## config.mk

```make
export PLATFORM = sky130hd
export DESIGN_NAME = tac_control
export DESIGN_NICKNAME = d
export VERILOG_FILES = /design/src/design/tac_pkg.sv /design/src/design/tac_control.sv
export SDC_FILE = /design/constraint.sdc
export NUM_CORES = 1
export LEC_CHECK = 0
export BUFFER_PORTS_ARGS = -buffer_cell sky130_fd_sc_hd__buf_2
export CAP_MARGIN = 20
export CORE_UTILIZATION = 63
export CTS_CLUSTER_DIAMETER = 60
export CTS_CLUSTER_SIZE = 25
export DETAILED_ROUTE_END_ITERATION = 10
export PLACE_DENSITY = 0.83
export RECOVER_POWER = 50
export SLEW_MARGIN = 15
export SYNTH_ARGS = -nofsm -noshare
export SYNTH_HDL_FRONTEND = slang
export SYNTH_SLANG_ARGS = --single-unit
```

## constraint.sdc

```tcl
create_clock -name clk_sys -period 4.4 [get_ports clk_sys]
set_clock_uncertainty 0.1 [all_clocks]
set_input_delay 0.22 -clock clk_sys [delete_from_list [all_inputs] [get_ports clk_sys]]
set_output_delay 0.22 -clock clk_sys [all_outputs]
set_load 0.02 [all_outputs]
```

## src/design/tac_pkg.sv

```systemverilog
// constants and types for the touch converter command control
// assumes a single 100 MHz system clock for all control logic
package tac_pkg;
  localparam int SYS_HZ = 100_000_000;
  localparam int CCLK8_HZ = 4_000_000;
  localparam int CCLK12_HZ = 2_000_000;
  localparam logic [6:0] DIV8_CYC = 7'(SYS_HZ / CCLK8_HZ);
  localparam logic [6:0] DIV12_CYC = 7'(SYS_HZ / CCLK12_HZ);
  localparam logic [4:0] ACQ_CCLK = 5'h04;
  localparam logic [4:0] CONV12_CCLK = 5'h0f;
  localparam logic [4:0] CONV8_CCLK = 5'h0b;
  localparam logic [2:0] SAMPLES = 3'h7;
  localparam logic [2:0] AVG_FIRST = 3'h3;
  localparam logic [2:0] FIRST_ACQ_BIT = 3'h5;
  localparam logic [2:0] LAST_BIT = 3'h7;
  localparam logic [4:0] OUT_BITS = 5'h10;
  localparam int START_BIT = 7;
  localparam int RES_BIT = 3;
  localparam int REF_BIT = 2;
  localparam logic [2:0] CH_Y = 3'h1;
  localparam logic [2:0] CH_SETUP = 3'h2;
  localparam logic [2:0] CH_Z1 = 3'h3;
  localparam logic [2:0] CH_Z2 = 3'h4;
  localparam logic [2:0] CH_X = 3'h5;
  localparam logic [1:0] PD_RST = 2'h0;
  typedef struct packed {
    logic        res8;
    logic [11:0] code;
  } tac_result_type;
  typedef struct packed {
    logic [2:0] chan;
    logic       res8;
    logic       ref_single;
    logic [1:0] power_down_field;
  } tac_cmd_type;
  typedef struct packed {
    logic x_plus;
    logic x_minus;
    logic y_plus;
    logic y_minus;
  } tac_drv_type;
  typedef enum {
    ST_IDLE,
    ST_ACQ0,
    ST_CONV,
    ST_ACQ,
    ST_STORE
  } tac_state_type;
endpackage

```

## src/design/tac_control.sv

```systemverilog
// command control of a resistive touch converter, with its result fifo
// assumes an spi mode 0 host on the pins and an external converter core
`timescale 1ns/100ps
`default_nettype none

module tac_fifo #(
  parameter int WIDTH = 13,
  parameter int DEPTH = 32
) (
  input  wire logic             clk_sys,
  input  wire logic             reset,
  input  wire logic             in_valid,
  input  wire logic [WIDTH-1:0] in_data,
  output logic                  in_ready,
  output logic                  out_valid,
  input  wire logic             out_ready,
  output logic [WIDTH-1:0]      out_data
);
  // depth must be a power of two; pointers carry one wrap bit
  localparam int AW = $clog2(DEPTH);
  logic [WIDTH-1:0] mem_q [DEPTH];
  logic [AW:0]      wr_q;
  logic [AW:0]      rd_q;
  logic             push;
  logic             pop;
  assign in_ready = !((wr_q[AW] != rd_q[AW]) && (wr_q[AW-1:0] == rd_q[AW-1:0]));
  assign out_valid = (wr_q != rd_q);
  assign out_data = mem_q[rd_q[AW-1:0]];
  assign push = in_valid && in_ready;
  assign pop = out_valid && out_ready;
  always_ff @(posedge clk_sys) begin
    if (push) begin
      mem_q[wr_q[AW-1:0]] <= in_data;
    end
  end
  always_ff @(posedge clk_sys or posedge reset) begin
    if (reset) begin
      wr_q <= '0;
      rd_q <= '0;
    end else begin
      if (push) begin
        wr_q <= wr_q + 1'b1;
      end
      if (pop) begin
        rd_q <= rd_q + 1'b1;
      end
    end
  end
endmodule

module tac_control #(
  parameter int FIFO_DEPTH = 32
) (
  input  wire logic         clk_sys,
  input  wire logic         reset,
  input  wire logic         spi_sclk,
  input  wire logic         spi_cs_n,
  input  wire logic         spi_mosi,
  output logic              spi_miso,
  output logic              spi_miso_oe,
  input  wire logic         adjusted_timing,
  input  wire logic         filter_bypass,
  input  wire logic         pen_sense,
  input  wire logic [11:0]  adc_code,
  output logic              adc_power,
  output logic              adc_track,
  output logic              adc_convert,
  output logic              adc_res8,
  output logic              adc_ref_single,
  output tac_pkg::tac_drv_type drv,
  output logic              pen_touch_interrupt,
  output logic              busy
);
  import tac_pkg::*;
  logic [2:0]     sclk_sq;
  logic [1:0]     cs_n_sq;
  logic [1:0]     mosi_sq;
  logic [1:0]     pen_sq;
  logic           sel;
  logic           rise;
  logic           fall;
  logic [2:0]     bit_q;
  logic [7:0]     rx_q;
  logic [7:0]     new_byte;
  logic           byte_done;
  logic           cmd_valid;
  logic           acq0_go;
  tac_state_type  state_q;
  tac_cmd_type    cmd_q;
  logic           byp_q;
  logic [6:0]     div_q;
  logic           tick;
  logic [4:0]     cyc_q;
  logic [4:0]     conv_len;
  logic [2:0]     samp_q;
  logic [2:0]     samp_need;
  logic [13:0]    acc_q;
  logic [11:0]    last_q;
  logic [1:0]     pd_act_q;
  logic           hold_q;
  tac_drv_type    drv_d;
  tac_drv_type    chan_drv;
  logic           irq_en;
  tac_result_type res_in;
  tac_result_type res_out;
  logic           fifo_in_ready;
  logic           fifo_out_valid;
  logic           load;
  logic [15:0]    fmt;
  logic [15:0]    tx_q;
  logic [4:0]     tx_left_q;
  // pin synchronisers; only the second stage onward is looked at
  always_ff @(posedge clk_sys or posedge reset) begin
    if (reset) begin
      sclk_sq <= 3'h0;
      cs_n_sq <= 2'h3;
      mosi_sq <= 2'h0;
      pen_sq <= 2'h0;
    end else begin
      sclk_sq <= {sclk_sq[1:0], spi_sclk};
      cs_n_sq <= {cs_n_sq[0], spi_cs_n};
      mosi_sq <= {mosi_sq[0], spi_mosi};
      pen_sq <= {pen_sq[0], pen_sense};
    end
  end
  assign sel = !cs_n_sq[1];
  assign rise = sclk_sq[1] && !sclk_sq[2];
  assign fall = !sclk_sq[1] && sclk_sq[2];
  // byte framing; the bit count free-runs so any frame length works
  always_ff @(posedge clk_sys or posedge reset) begin
    if (reset) begin
      bit_q <= 3'h0;
      rx_q <= 8'h00;
    end else if (!sel) begin
      bit_q <= 3'h0;
    end else if (rise) begin
      bit_q <= bit_q + 3'h1;
      rx_q <= {rx_q[6:0], mosi_sq[1]};
    end
  end
  assign new_byte = {rx_q[6:0], mosi_sq[1]};
  assign byte_done = sel && rise && (bit_q == LAST_BIT);
  assign cmd_valid = byte_done && new_byte[START_BIT] && (new_byte[6:4] != CH_SETUP);
  // at the sixth rising edge the start bit and channel are already in
  assign acq0_go = sel && rise && (bit_q == FIRST_ACQ_BIT) && rx_q[4] && (rx_q[3:1] != CH_SETUP);
  // conversion clock as a divided tick of the system clock
  always_ff @(posedge clk_sys or posedge reset) begin
    if (reset) begin
      div_q <= 7'h00;
    end else if (state_q == ST_IDLE || state_q == ST_ACQ0 || tick) begin
      div_q <= 7'h00;
    end else begin
      div_q <= div_q + 7'h01;
    end
  end
  assign tick = (div_q == ((cmd_q.res8 ? DIV8_CYC : DIV12_CYC) - 7'h01));
  assign conv_len = cmd_q.res8 ? CONV8_CCLK : CONV12_CCLK;
  assign samp_need = byp_q ? 3'h1 : SAMPLES;
  // sequencer; a command arriving while busy is ignored
  always_ff @(posedge clk_sys or posedge reset) begin
    if (reset) begin
      state_q <= ST_IDLE;
      cmd_q <= '0;
      byp_q <= 1'b0;
      cyc_q <= 5'h00;
      samp_q <= 3'h0;
    end else begin
      case (state_q)
        ST_IDLE: begin
          if (acq0_go) begin
            cmd_q.chan <= rx_q[3:1];
            state_q <= ST_ACQ0;
          end
        end
        ST_ACQ0: begin
          if (!sel) begin
            state_q <= ST_IDLE;
          end else if (cmd_valid) begin
            cmd_q.chan <= new_byte[6:4];
            cmd_q.res8 <= new_byte[RES_BIT];
            cmd_q.ref_single <= new_byte[REF_BIT];
            cmd_q.power_down_field <= new_byte[1:0];
            byp_q <= filter_bypass;
            cyc_q <= 5'h00;
            samp_q <= 3'h0;
            state_q <= ST_CONV;
          end else if (byte_done) begin
            state_q <= ST_IDLE;
          end
        end
        ST_CONV: begin
          if (tick) begin
            if (cyc_q == conv_len - 5'h01) begin
              cyc_q <= 5'h00;
              samp_q <= samp_q + 3'h1;
              if (samp_q == samp_need - 3'h1) begin
                state_q <= ST_STORE;
              end else begin
                state_q <= ST_ACQ;
              end
            end else begin
              cyc_q <= cyc_q + 5'h01;
            end
          end
        end
        ST_ACQ: begin
          if (tick) begin
            if (cyc_q == ACQ_CCLK - 5'h01) begin
              cyc_q <= 5'h00;
              state_q <= ST_CONV;
            end else begin
              cyc_q <= cyc_q + 5'h01;
            end
          end
        end
        ST_STORE: begin
          // a full fifo stalls the sequencer here
          if (fifo_in_ready) begin
            state_q <= ST_IDLE;
          end
        end
        default: begin
          state_q <= ST_IDLE;
        end
      endcase
    end
  end
  // sample capture and averaging of the last four of seven
  always_ff @(posedge clk_sys or posedge reset) begin
    if (reset) begin
      acc_q <= 14'h0000;
      last_q <= 12'h000;
    end else if (cmd_valid && state_q == ST_ACQ0) begin
      acc_q <= 14'h0000;
    end else if (state_q == ST_CONV && tick && cyc_q == conv_len - 5'h01) begin
      last_q <= adc_code;
      if (samp_q >= AVG_FIRST) begin
        acc_q <= acc_q + {2'h0, adc_code};
      end
    end
  end
  assign res_in.res8 = cmd_q.res8;
  assign res_in.code = byp_q ? last_q : acc_q[13:2];
  tac_fifo #(
    .WIDTH ($bits(tac_result_type)),
    .DEPTH (FIFO_DEPTH)
  ) u_fifo (
    .clk_sys   (clk_sys),
    .reset     (reset),
    .in_valid  (state_q == ST_STORE),
    .in_data   (res_in),
    .in_ready  (fifo_in_ready),
    .out_valid (fifo_out_valid),
    .out_ready (load),
    .out_data  (res_out)
  );
  // power-down mode and driver hold, taken over when the work is stored
  always_ff @(posedge clk_sys or posedge reset) begin
    if (reset) begin
      pd_act_q <= PD_RST;
      hold_q <= 1'b0;
    end else if (state_q == ST_STORE && fifo_in_ready) begin
      pd_act_q <= cmd_q.power_down_field;
      hold_q <= cmd_q.power_down_field[0] && sel;
    end else if (!sel ||
                 (cmd_valid && (new_byte[6:4] != cmd_q.chan || new_byte[1:0] != cmd_q.power_down_field))) begin
      hold_q <= 1'b0;
    end
  end
  always_comb begin
    chan_drv = '0;
    case (cmd_q.chan)
      CH_Y: begin
        chan_drv.y_plus = 1'b1;
        chan_drv.y_minus = 1'b1;
      end
      CH_Z1, CH_Z2: begin
        chan_drv.x_minus = 1'b1;
        chan_drv.y_plus = 1'b1;
      end
      CH_X: begin
        chan_drv.x_plus = 1'b1;
        chan_drv.x_minus = 1'b1;
      end
      default: begin
        chan_drv = '0;
      end
    endcase
  end
  assign irq_en = !pd_act_q[0];
  always_comb begin
    drv_d = '0;
    case (state_q)
      ST_ACQ0, ST_ACQ: begin
        drv_d = chan_drv;
      end
      ST_CONV: begin
        drv_d = cmd_q.ref_single ? tac_drv_type'(4'h0) : chan_drv;
      end
      ST_IDLE: begin
        if (hold_q) begin
          drv_d = chan_drv;
        end else if (irq_en) begin
          drv_d.y_minus = 1'b1;
        end
      end
      default: begin
        drv_d = '0;
      end
    endcase
  end
  always_ff @(posedge clk_sys or posedge reset) begin
    if (reset) begin
      drv <= '0;
      adc_power <= 1'b0;
      adc_track <= 1'b0;
      adc_convert <= 1'b0;
      adc_res8 <= 1'b0;
      adc_ref_single <= 1'b0;
      pen_touch_interrupt <= 1'b0;
      busy <= 1'b0;
    end else begin
      drv <= drv_d;
      // full power during work; afterwards only with the low bit set
      adc_power <= (state_q != ST_IDLE) || pd_act_q[0];
      adc_track <= (state_q == ST_ACQ0) || (state_q == ST_ACQ);
      adc_convert <= (state_q == ST_CONV);
      adc_res8 <= cmd_q.res8;
      adc_ref_single <= cmd_q.ref_single;
      pen_touch_interrupt <= irq_en && pen_sq[1] && (state_q == ST_IDLE) && !hold_q;
      busy <= (state_q != ST_IDLE) && (state_q != ST_ACQ0);
    end
  end
  // result shift-out; loads only at a byte boundary so framing stays fixed
  assign load = sel && fall && (bit_q == 3'h0) && (tx_left_q == 5'h00) && fifo_out_valid;
  assign fmt = res_out.res8 ? {res_out.code[11:4], 8'h00} : {res_out.code, 4'h0};
  always_ff @(posedge clk_sys or posedge reset) begin
    if (reset) begin
      tx_q <= 16'h0000;
      tx_left_q <= 5'h00;
      spi_miso <= 1'b0;
      spi_miso_oe <= 1'b0;
    end else begin
      spi_miso_oe <= sel;
      if (!sel) begin
        tx_q <= 16'h0000;
        tx_left_q <= 5'h00;
        spi_miso <= 1'b0;
      end else if (load && adjusted_timing) begin
        spi_miso <= fmt[15];
        tx_q <= {fmt[14:0], 1'b0};
        tx_left_q <= OUT_BITS - 5'h01;
      end else if (load) begin
        spi_miso <= 1'b0;
        tx_q <= fmt;
        tx_left_q <= OUT_BITS;
      end else if (fall) begin
        spi_miso <= tx_q[15];
        tx_q <= {tx_q[14:0], 1'b0};
        if (tx_left_q != 5'h00) begin
          tx_left_q <= tx_left_q - 5'h01;
        end
      end
    end
  end
endmodule

`default_nettype wire

```

# [Yosys cells after proc, flatten, opt, wreduce, memory -nomap -nowiden]
# Memory sizes are Yosys's and may differ from the RTL's.
# Cells that the tools add are included.
[totals] mem_bits_rw=416 wordCells=215 regBits=148 memories=1
[op_classes] eq_ne=35 muxes=64 add_sub_neg=11 n_reduce_logical=65 bitwise_logic=2 magnitude_cmp=1
[memory_table] memory="u_fifo.mem_q" words=32 width=13 read_ports=1 rd_clocked_by_memory_dff=0 wr=1 line_no="tac_control.sv:21" source="logic [WIDTH-1:0] mem_q [DEPTH];"
[ops] op="32-bit two-way mux" n=9
[ops] op="32-bit one-hot mux with 5 select lines" n=1
[ops] op="32-bit by 2-bit equality test with 1-bit output (second input constant)" n=3
[ops] op="32-bit by 3-bit equality test with 1-bit output (second input constant)" n=3
[ops] op="32-bit zero test" n=2
[ops] op="16-bit two-way mux" n=4
[ops] op="5-bit two-way mux" n=11
[ops] op="14-bit two-way mux" n=3
[ops] op="3-bit two-way mux" n=11
[ops] op="32-bit by 1-bit equality test with 1-bit output (second input constant)" n=1
[ops] op="32-bit by 4-bit equality test with 1-bit output (second input constant)" n=1
[ops] op="32-bit by 2-bit != test with 1-bit output (second input constant)" n=1
[ops] op="32-bit nonzero test" n=1
[ops] op="1-bit logical AND" n=26
[ops] op="7-bit two-way mux" n=3
[ops] op="2-bit != test (second input constant)" n=8
[ops] op="5-bit one-hot mux with 3 select lines" n=1
[ops] op="14-bit by 12-bit adder with 14-bit output" n=1
[ops] op="1-bit two-way mux" n=14
[ops] op="6-bit by 1-bit adder with 6-bit output (second input constant)" n=2
[ops] op="3-bit equality test (second input constant)" n=4
[ops] op="12-bit two-way mux" n=1
[ops] op="3-bit one-hot mux with 2 select lines" n=2
[ops] op="4-bit one-hot mux with 3 select lines" n=1
[ops] op="39 further kinds" n=64

# [Depth between registers and ports, before layout]
# Gate-level depths: netlist of run 1.
[depth] word_depth=10 ltp_mapped=11 ltp_nobuf=9

# [Cells and area by module]
# Synthesis of run 1 repeated with hierarchy kept, for this count alone.
[unflattened] hier_cells=1496 hier_area_um2=22277.6
[modules_own_cells] module="tac_fifo" cells_each=972 instances=1 seq_area_each_um2=12792.3 area_each_um2=16848.7
[modules_own_cells] module="tac_control" cells_each=524 instances=1 seq_area_each_um2=2580.0 area_each_um2=5429.0

# [Worst setup path before layout of run 1]
# No wires, ideal clock.
[synth_timing] path_kind="reg2reg" start="register u_fifo.rd_q[0]" end="memory u_fifo.mem_q[31][0], enable pin" t_arrival_ps=2248 stages_incl_launch_ff=10 required_time_ps=3918 path_slack_ps=1669 n_path_buf=4 path_cell_list="dfrtp_1 -> buf_6 -> buf_12 -> xor2_1 -> nor3_4 -> a31oi_1 -> buf_2 -> nand2_1 -> buf_2 -> nor2_1"
[synth_between] elab_chain_len=6
[synth_lines] item="start, declared" line_no="tac_control.sv:23" source="logic [AW:0] rd_q;"
[synth_lines] item="start signal, assigned" line_no="tac_control.sv:45" source="rd_q <= rd_q + 1'b1;"
[synth_lines] item="5-bit equality test" line_no="tac_control.sv:26" source="assign in_ready = !((wr_q[AW] != rd_q[AW]) && (wr_q[AW-1:0] == rd_q[AW-1:0]));"
[synth_lines] item="1-bit logical AND" line_no="tac_control.sv:26"
[synth_lines] item="1-bit zero test" line_no="tac_control.sv:26"
[synth_lines] item="1-bit logical AND" line_no="tac_control.sv:29" source="assign push = in_valid && in_ready;"
[synth_lines] item="1-bit two-way mux" line_no="tac_control.sv:32" source="if (push) begin"
[synth_lines] item="1-bit two-way mux (implied by the code)" line_no="tac_control.sv:33" source="mem_q[wr_q[AW-1:0]] <= in_data;"
[synth_lines] item="end, declared" line_no="tac_control.sv:21"
# No other way between the ends.

==> results of run 1 <==
==> flip-flops by register name (all words and copies together), names as in the netlist, 4 cells and up <==
signal,count
acc_q,14
cmd_q,7
cyc_q,5
div_q,7
drv,4
last_q,12
rx_q,7
tx_left_q,5
tx_q,12
u_fifo.mem_q,416
u_fifo.rd_q,6
u_fifo.wr_q,6
==> critical path: stages <==
cell	delay (ns)
dlygate4sd3_1	0.53
clkbuf_2	0.11
clkinvlp_2	1.37
clkbuf_1	1.13
==> routing by layer <==
layer	wire length, um	vias up
met2	23600	674
met1	19000	6297
li1	-	5443
met4	1560	0
met5	0	-
met3	4260	114
==> worst max-delay path by stage <==
stage / to / cells past startpoint
finish: u_fifo.rd_q[0]$_DFFE_PP0P_ / 4
global route: u_fifo.rd_q[0]$_DFFE_PP0P_ / 4
CTS: tx_q[4]$_DFFE_PP0P_ / 6
detailed placement: tx_q[4]$_DFFE_PP0P_ / 6
global placement: tx_q[8]$_DFFE_PP0P_ / 7
floorplan: acc_q[0]$_DFFE_PP0P_ / 1
==> power breakdown <==
part	total [uW]	switching, uW	internal (uW)
combinational	255	149	107
sequential	5460	71.2	5390
clock	3170	1720	1450
==> stage by stage <==
step | util | setup slack [ns] | area [sq um] | hold slack [ns] | total power (uW)
2_1_floorplan | - | 1.04 | 22300 | 0.124 | 5740
3_3_place_gp | 0.663 | 1.43 | 22900 | 0.225 | 5810
3_5_place_dp | 0.663 | 1.32 | 22900 | 0.228 | 5820
4_1_cts | 0.699 | 1.29 | 24200 | 0.139 | 8920
5_1_grt | 0.698 | 0.657 | 24200 | 0.138 | 9130
6_report | 0.698 | 1.18 | 24200 | 0.151 | 8890
==> repair_timing <==
action | 4_1_cts | 5_1_grt
hold endpoints to repair | 74 | 0
resized for setup | 0 | 0
hold buffers | 19 | 0
==> placed cells by master, fill, tap and decap left out, drive strengths merged, types with 36 or more instances in the layout <==
cell type and count:
edfxtp 416, dfrtp 113, nand2 84, nor2 83, mux4 73, mux2i 69, buf 67, clkbuf 54
o21ai 46, nand3 36, a22oi 36
==> area by class of cell <==
type                            instances  share of cell area
Tap cell                              455              0.0235
Inverter                               27             0.00424
Multi-Input combinational cell        730               0.263
Clock buffer                           36              0.0333
Sequential cell                       531               0.636
Clock inverter                         21              0.0101
Timing Repair Buffer                  104              0.0297
==> logic make-up after synthesis <==
family | synth area share
fa+ha+maj | 0.0161
mux | 0.130
simple gates | 0.0666
xor+xnor | 0.0146
flops | 0.691
compound gates | 0.0588
buf+inv | 0.0238
==> summary.md, run 1 <==
| Metric | Value |
|---|---|
| Status | `complete, but fails checks` |
| Failing checks | `max-capacitance violations, max-slew violations` |
| DR pass1 iterations | `6` |
| Global Route Usage Sum | `0.272` |
| EDFF count, synth | `416` |
| R2R Path End | `acc_q[13]$_DFFE_PP0P_` |
| CTS buffer count | `31` |
| Clk root buf | `clkbuf_16` |
| Ys flop type | `edfxtp_1` |
| FILL cells | `2,125` |
| Worst-path clk slew | `0.09 ns` |
| Startpoint Class | `input port` |
| Slew Viols, Final | `between 50 and 60` |
| Gr busiest metal | `met2` |
| Synth area leaders | `edfxtp_1 56%, dfrtp_1 13%, mux4_1 5.2%` |
| Register-to-register setup slack | `approximately 1.3 ns` |
| Worst-Margin Slew | `2.43 ns` |
| Non-filler cells, final | `~1,900` |
| Final wirelength | `48.4 mm` |
| Routed vias | `between 10,000 and 15,000` |
| Unique masters post-synth | `77` |
| Area of the multi-input gates | `6360 sq um` |
| Top-area cell type share of the netlist area | `0.561` |
| Share of layout cells above drive strength 1 | `0.136` |
| Crit path max fanout | `56` |
| Final #Nets | `1,473` |
| Grt met1 use | `0.382` |
| Data required time at the worst endpoint | `4.58 ns` |
| Row cnt | `68` |
| Synthesized net count | `1,399` |
| Leak | `approximately 0.0096 uW` |
| Synthesized cell area | `22,300 sq um` |
| Boundary Pins | `33` |
| Vias in the first global route | `12,100` |
| PwrDens | `368 nW/um^2` |
| Die span in y | `190 um` |
| Synth top cells by count | `416 x edfxtp_1, 113 x dfrtp_1, 84 x nand2_1` |
| FFs w/ async S/R, synth | `0.217` |
| Remaining DRCs | `0` |
| Grt met3 use | `0.0400` |
| Die width | `roughly 190 um` |
| Syn-to-layout area delta | `8.62%` |
| Routed length per instance | `25.4 um` |
| Cell count of the worst reg-to-reg path | `7` |
| Crit path from | `reset` |
| Antenna Nets Post-Route | `0` |
| Placed cell count | `between 1,500 and 2,000` |
| Synthesized area per cell | `16.5 sq um` |
| Hold Path Class | `in -> reg` |
| Setup TNS | `0 ns` |
| Clock buffer depth | `3` |
| Initial antenna violation count | `1` |
| Worst Hold Depth | `2` |
| 1st-iter DRT viols | `1,561` |
| Starting Density | `0.643` |
| Global route overflow | `0` |
| CTS tree | `built` |
| Mapped Cells | `1,351` |
| Count leader, synth | `edfxtp_1` |
| Die ar. | `36,100 sq um` |
| Post-DP HPWL | `30.6 mm` |
| Post CTS Setup Buffer Count | `0` |
| RSZ-0062 raised after global routing | `false` |
| GPL Wtd Cong | `0.908` |
| Peak VDD IR | `371 uV` |
| Final Critical Period | `3.22 ns` |
| Syn. warnings | `0` |
| Final critical-path share of the clock period | `0.732` |
| # clock sinks | `531` |
| Synth area leader | `edfxtp_1` |
| Post-synthesis sequential area ratio | `0.691` |
| Achievable frequency | `310 MHz` |
| Ant. Diodes | `0` |
| Maxcap violations | `1` |
| Core area | `34,600 sq um` |
| Hold EP | `cs_n_sq[0]$_DFF_PP1_` |
| Vias per std cell | `6.58` |
| PortBufs | `32` |
| Largest net degree at the start of global routing | `57` |
| First-pass GRT wire length | `72.8 mm` |
| Htree depth | `1` |
| Rel. slew slack | `-0.632` |
| Synth Register Bits | `approximately 530` |
| RR Startpoint | `div_q[2]$_DFF_PP0_` |
| Worst-Skew Late Latency | `0.60 ns` |
| Crit. End Element | `asynchronous set/reset pin` |
| Sequential Area | `15,400 sq um` |
| Critical path class | `in -> async` |
| Critical path arrival | `around 3.4 ns` |
| Setup Viol. Count Final | `0` |
| M2 GR Usage | `0.446` |
| Worst hold path startpoint | `spi_cs_n` |
| Final Hold Viols | `0` |
No activity file was read; power rests on OpenSTA's default activity.
==> run 2, diff against run 1 <==
Settings changed: CORE_UTILIZATION 63 to 57, PLACE_DENSITY 0.83 to 0.79.
Clock period 4.4 ns to 2.6 ns, I/O delays scaled along.
==> run 2 against run 1 <==
  * The run now ends clean
  * Worst hold slack worse by 0.026 ns
  * Flip-flop and latch count did not move
  * Count of clock-buffer cells in the layout up 2
  * Routed wire length is 0.31% lower
  * Die area is 10% higher
  * Non-clock buffer count up 52
  * Core utilization down 3.9 points
  * Via count increased by 0.57%
  * First-iteration DRC count is 22% lower
  * Combinational power is 92% higher
  * Critical path type is now reg -> reg
  * Critical endpoint is now spi_miso$_DFFE_PP0P_
  * Largest power group unchanged
  * Highest routed layer unchanged
==> summary.md, run 2 (same netlist as run 1, synthesis figures left out) <==
| Metric | Value |
|---|---|
| Status | `complete, no violations` |
| Largest net degree at the start of global routing | `53` |
| Peak VDD IR | `about 410 uV` |
| Worst slack, placed | `-0.0701 ns` |
| DR pass1 iterations | `8` |
| Final Hold Viols | `0` |
| Core area | `38,600 sq um` |
| Syn-to-layout area delta | `14.2%` |
| Placed cell count | `1,939` |
| GPL Wtd Cong | `a little over 0.9` |
| Largest register FFs | `416` |
| Vias in the first global route | `between 10,000 and 15,000` |
| Global route overflow | `0` |
| Leak | `0.00979 uW` |
| Clk root buf | `clkbuf_16` |
| Startpoint Class | `flip-flop` |
| Critical path class | `reg -> reg` |
| Setup Viol. Count Final | `0` |
| Worst-Margin Slew | `1.26 ns` |
| First-pass GRT wire length | `73.7 mm` |
| CTS buffer count | `34` |
| Remaining DRCs | `0` |
| Htree depth | `2` |
| Boundary Pins | `33` |
| Worst-path clk slew | `0.08 ns` |
| Starting Density | `0.577` |
| Die span in y | `200 um` |
| Worst-Skew Late Latency | `around 0.56 ns` |
| Crit path max fanout | `29` |
| Critical path arrival | `2.84 ns` |
| Final critical-path share of the clock period | `0.974` |
| Non-filler cells, final | `between 2,000 and 2,500` |
| Post-DP HPWL | `30.6 mm` |
| Initial antenna violation count | `0` |
| Ant. Diodes | `0` |
| Routed vias | `12,600` |
| Antenna Nets Post-Route | `0` |
| CTS tree | `built` |
| Final Critical Period | `2.53 ns` |
| Global Route Usage Sum | `0.249` |
| Die ar. | `~40,000 sq um` |
| Maxcap violations | `0` |
| Clock buffer depth | `3` |
| Die width | `200 um` |
| Data required time at the worst endpoint | `slightly below 3 ns` |
| PwrDens | `613 nW/um^2` |
| PnR worst setup slack | `0.0675 ns` |
| Routed length per instance | `23.9 um` |
| Crit. End Element | `flip-flop` |
| Row cnt | `72` |
| Final #Nets | `1,528` |
| Share of layout cells above drive strength 1 | `0.179` |
| Commonest non-fill, non-tap cell in the layout | `edfxtp_1` |
| Hold Path Class | `in -> reg` |
| Final wirelength | `roughly 48 mm` |
| Rel. slew slack | `0.158` |
| PortBufs | `32` |
| Achievable frequency | `395 MHz` |
| Vias per std cell | `6.23` |
| 1st-iter DRT viols | `1,220` |
| # clock sinks | `531` |
| FILL cells | `2,617` |
| Most frequent cells in the layout | `416 x edfxtp_1, 111 x dfrtp_1, 83 x nand2_1, 72 x nor2_1, 69 x mux2i_1` |
| Final Util | `0.659` |
| Slew Viols, Final | `0` |
-- run 2: cell types whose count changed in the layout (fill, tap and decap cells not counted), sizes merged --
| cell | change |
|---|---|
| bufinv | +1 |
| clkinvlp | +1 |
| clkinv | -1 |
| clkbuf | +4 |
| buf | +49 |
| inv | +1 |
| dlymetal6s2s | +1 |
-- run 2: area by class of cell --
type	instances	area, sq um	share of cell area
Sequential cell	531	15400	0.605
Multi-Input combinational cell	730	6440	0.254
Timing Repair Buffer	156	1630	0.0641
Clock buffer	38	887	0.0349
Tap cell	518	648	0.0255
Clock inverter	23	322	0.0127
Inverter	27	103	0.00404
-- run 2: metrics by stage --
| step | cell area [sq um] | hold slack [ns] | power, uW | TNS, ns |
|---|---|---|---|---|
| after floorplan | 22300 | 0.0345 | 9710 | -33.86 |
| after global placement | 24000 | 0.137 | 9850 | -0.0208 |
| after detailed placement | 24000 | 0.137 | 9870 | -0.0701 |
| after CTS | 25400 | 0.105 | 15600 | 0 |
| after global routing | 25400 | 0.108 | 16000 | -0.0387 |
| final | 25400 | 0.125 | 15600 | 0 |
-- run 2: path summary, 6_finish.rpt --
| path | start | slack [ns] | endpoint | depth (start not counted) |
|---|---|---|---|---|
| max in group asynchronous | reset | 0.46 | last_q[8]$_DFFE_PP0P_ | 4 |
| worst max-delay path | u_fifo.rd_q[2]$_DFFE_PP0P_ | 0.07 | spi_miso$_DFFE_PP0P_ | 7 |
| worst max register to register | u_fifo.rd_q[2]$_DFFE_PP0P_ | 0.07 | spi_miso$_DFFE_PP0P_ | 7 |
| worst min-delay path | spi_sclk | 0.12 | sclk_sq[0]$_DFF_PP0_ | 2 |
| worst min register to register | mosi_sq[0]$_DFF_PP0_ | 0.26 | mosi_sq[1]$_DFF_PP0_ | 0 |
| min in group asynchronous | reset | 0.28 | u_fifo.wr_q[2]$_DFFE_PP0P_ | 3 |
-- run 2: timing repair --
action	CTS	global route
endpoints found under the hold margin	76	0
setup endpoints to repair	4	268
resized for setup	2	13
setup buffers	2	2
pin swaps	0	2
gates cloned	0	0
hold buffers	19	0
-- run 2: layer usage --
layer | up-vias | global-route usage | part of all wire
li1 | 5564 | - | -
met1 | 6385 | 0.324 | 0.39
met2 | 534 | 0.431 | 0.51
met3 | 117 | 0.0349 | 0.066
met4 | 0 | 0.0859 | 0.031
met5 | - | 0 | 0
-- run 2: critical path: stages (launching register included) --
cell	delay [ns]
dfrtp_1	0.51
buf_12	0.26
nor2b_1	0.52
a22oi_1	0.19
nand3_1	0.17
nand4_1	0.18
a221oi_2	0.39
nor2_1	0.09
-- run 2: report_power, final --
group	leakage, uW	total [uW]	switching (uW)	internal [uW]
clock network	0.000575	5880	3030	2850
logic	0.00305	489	294	196
registers	0.00617	9200	76.4	9130
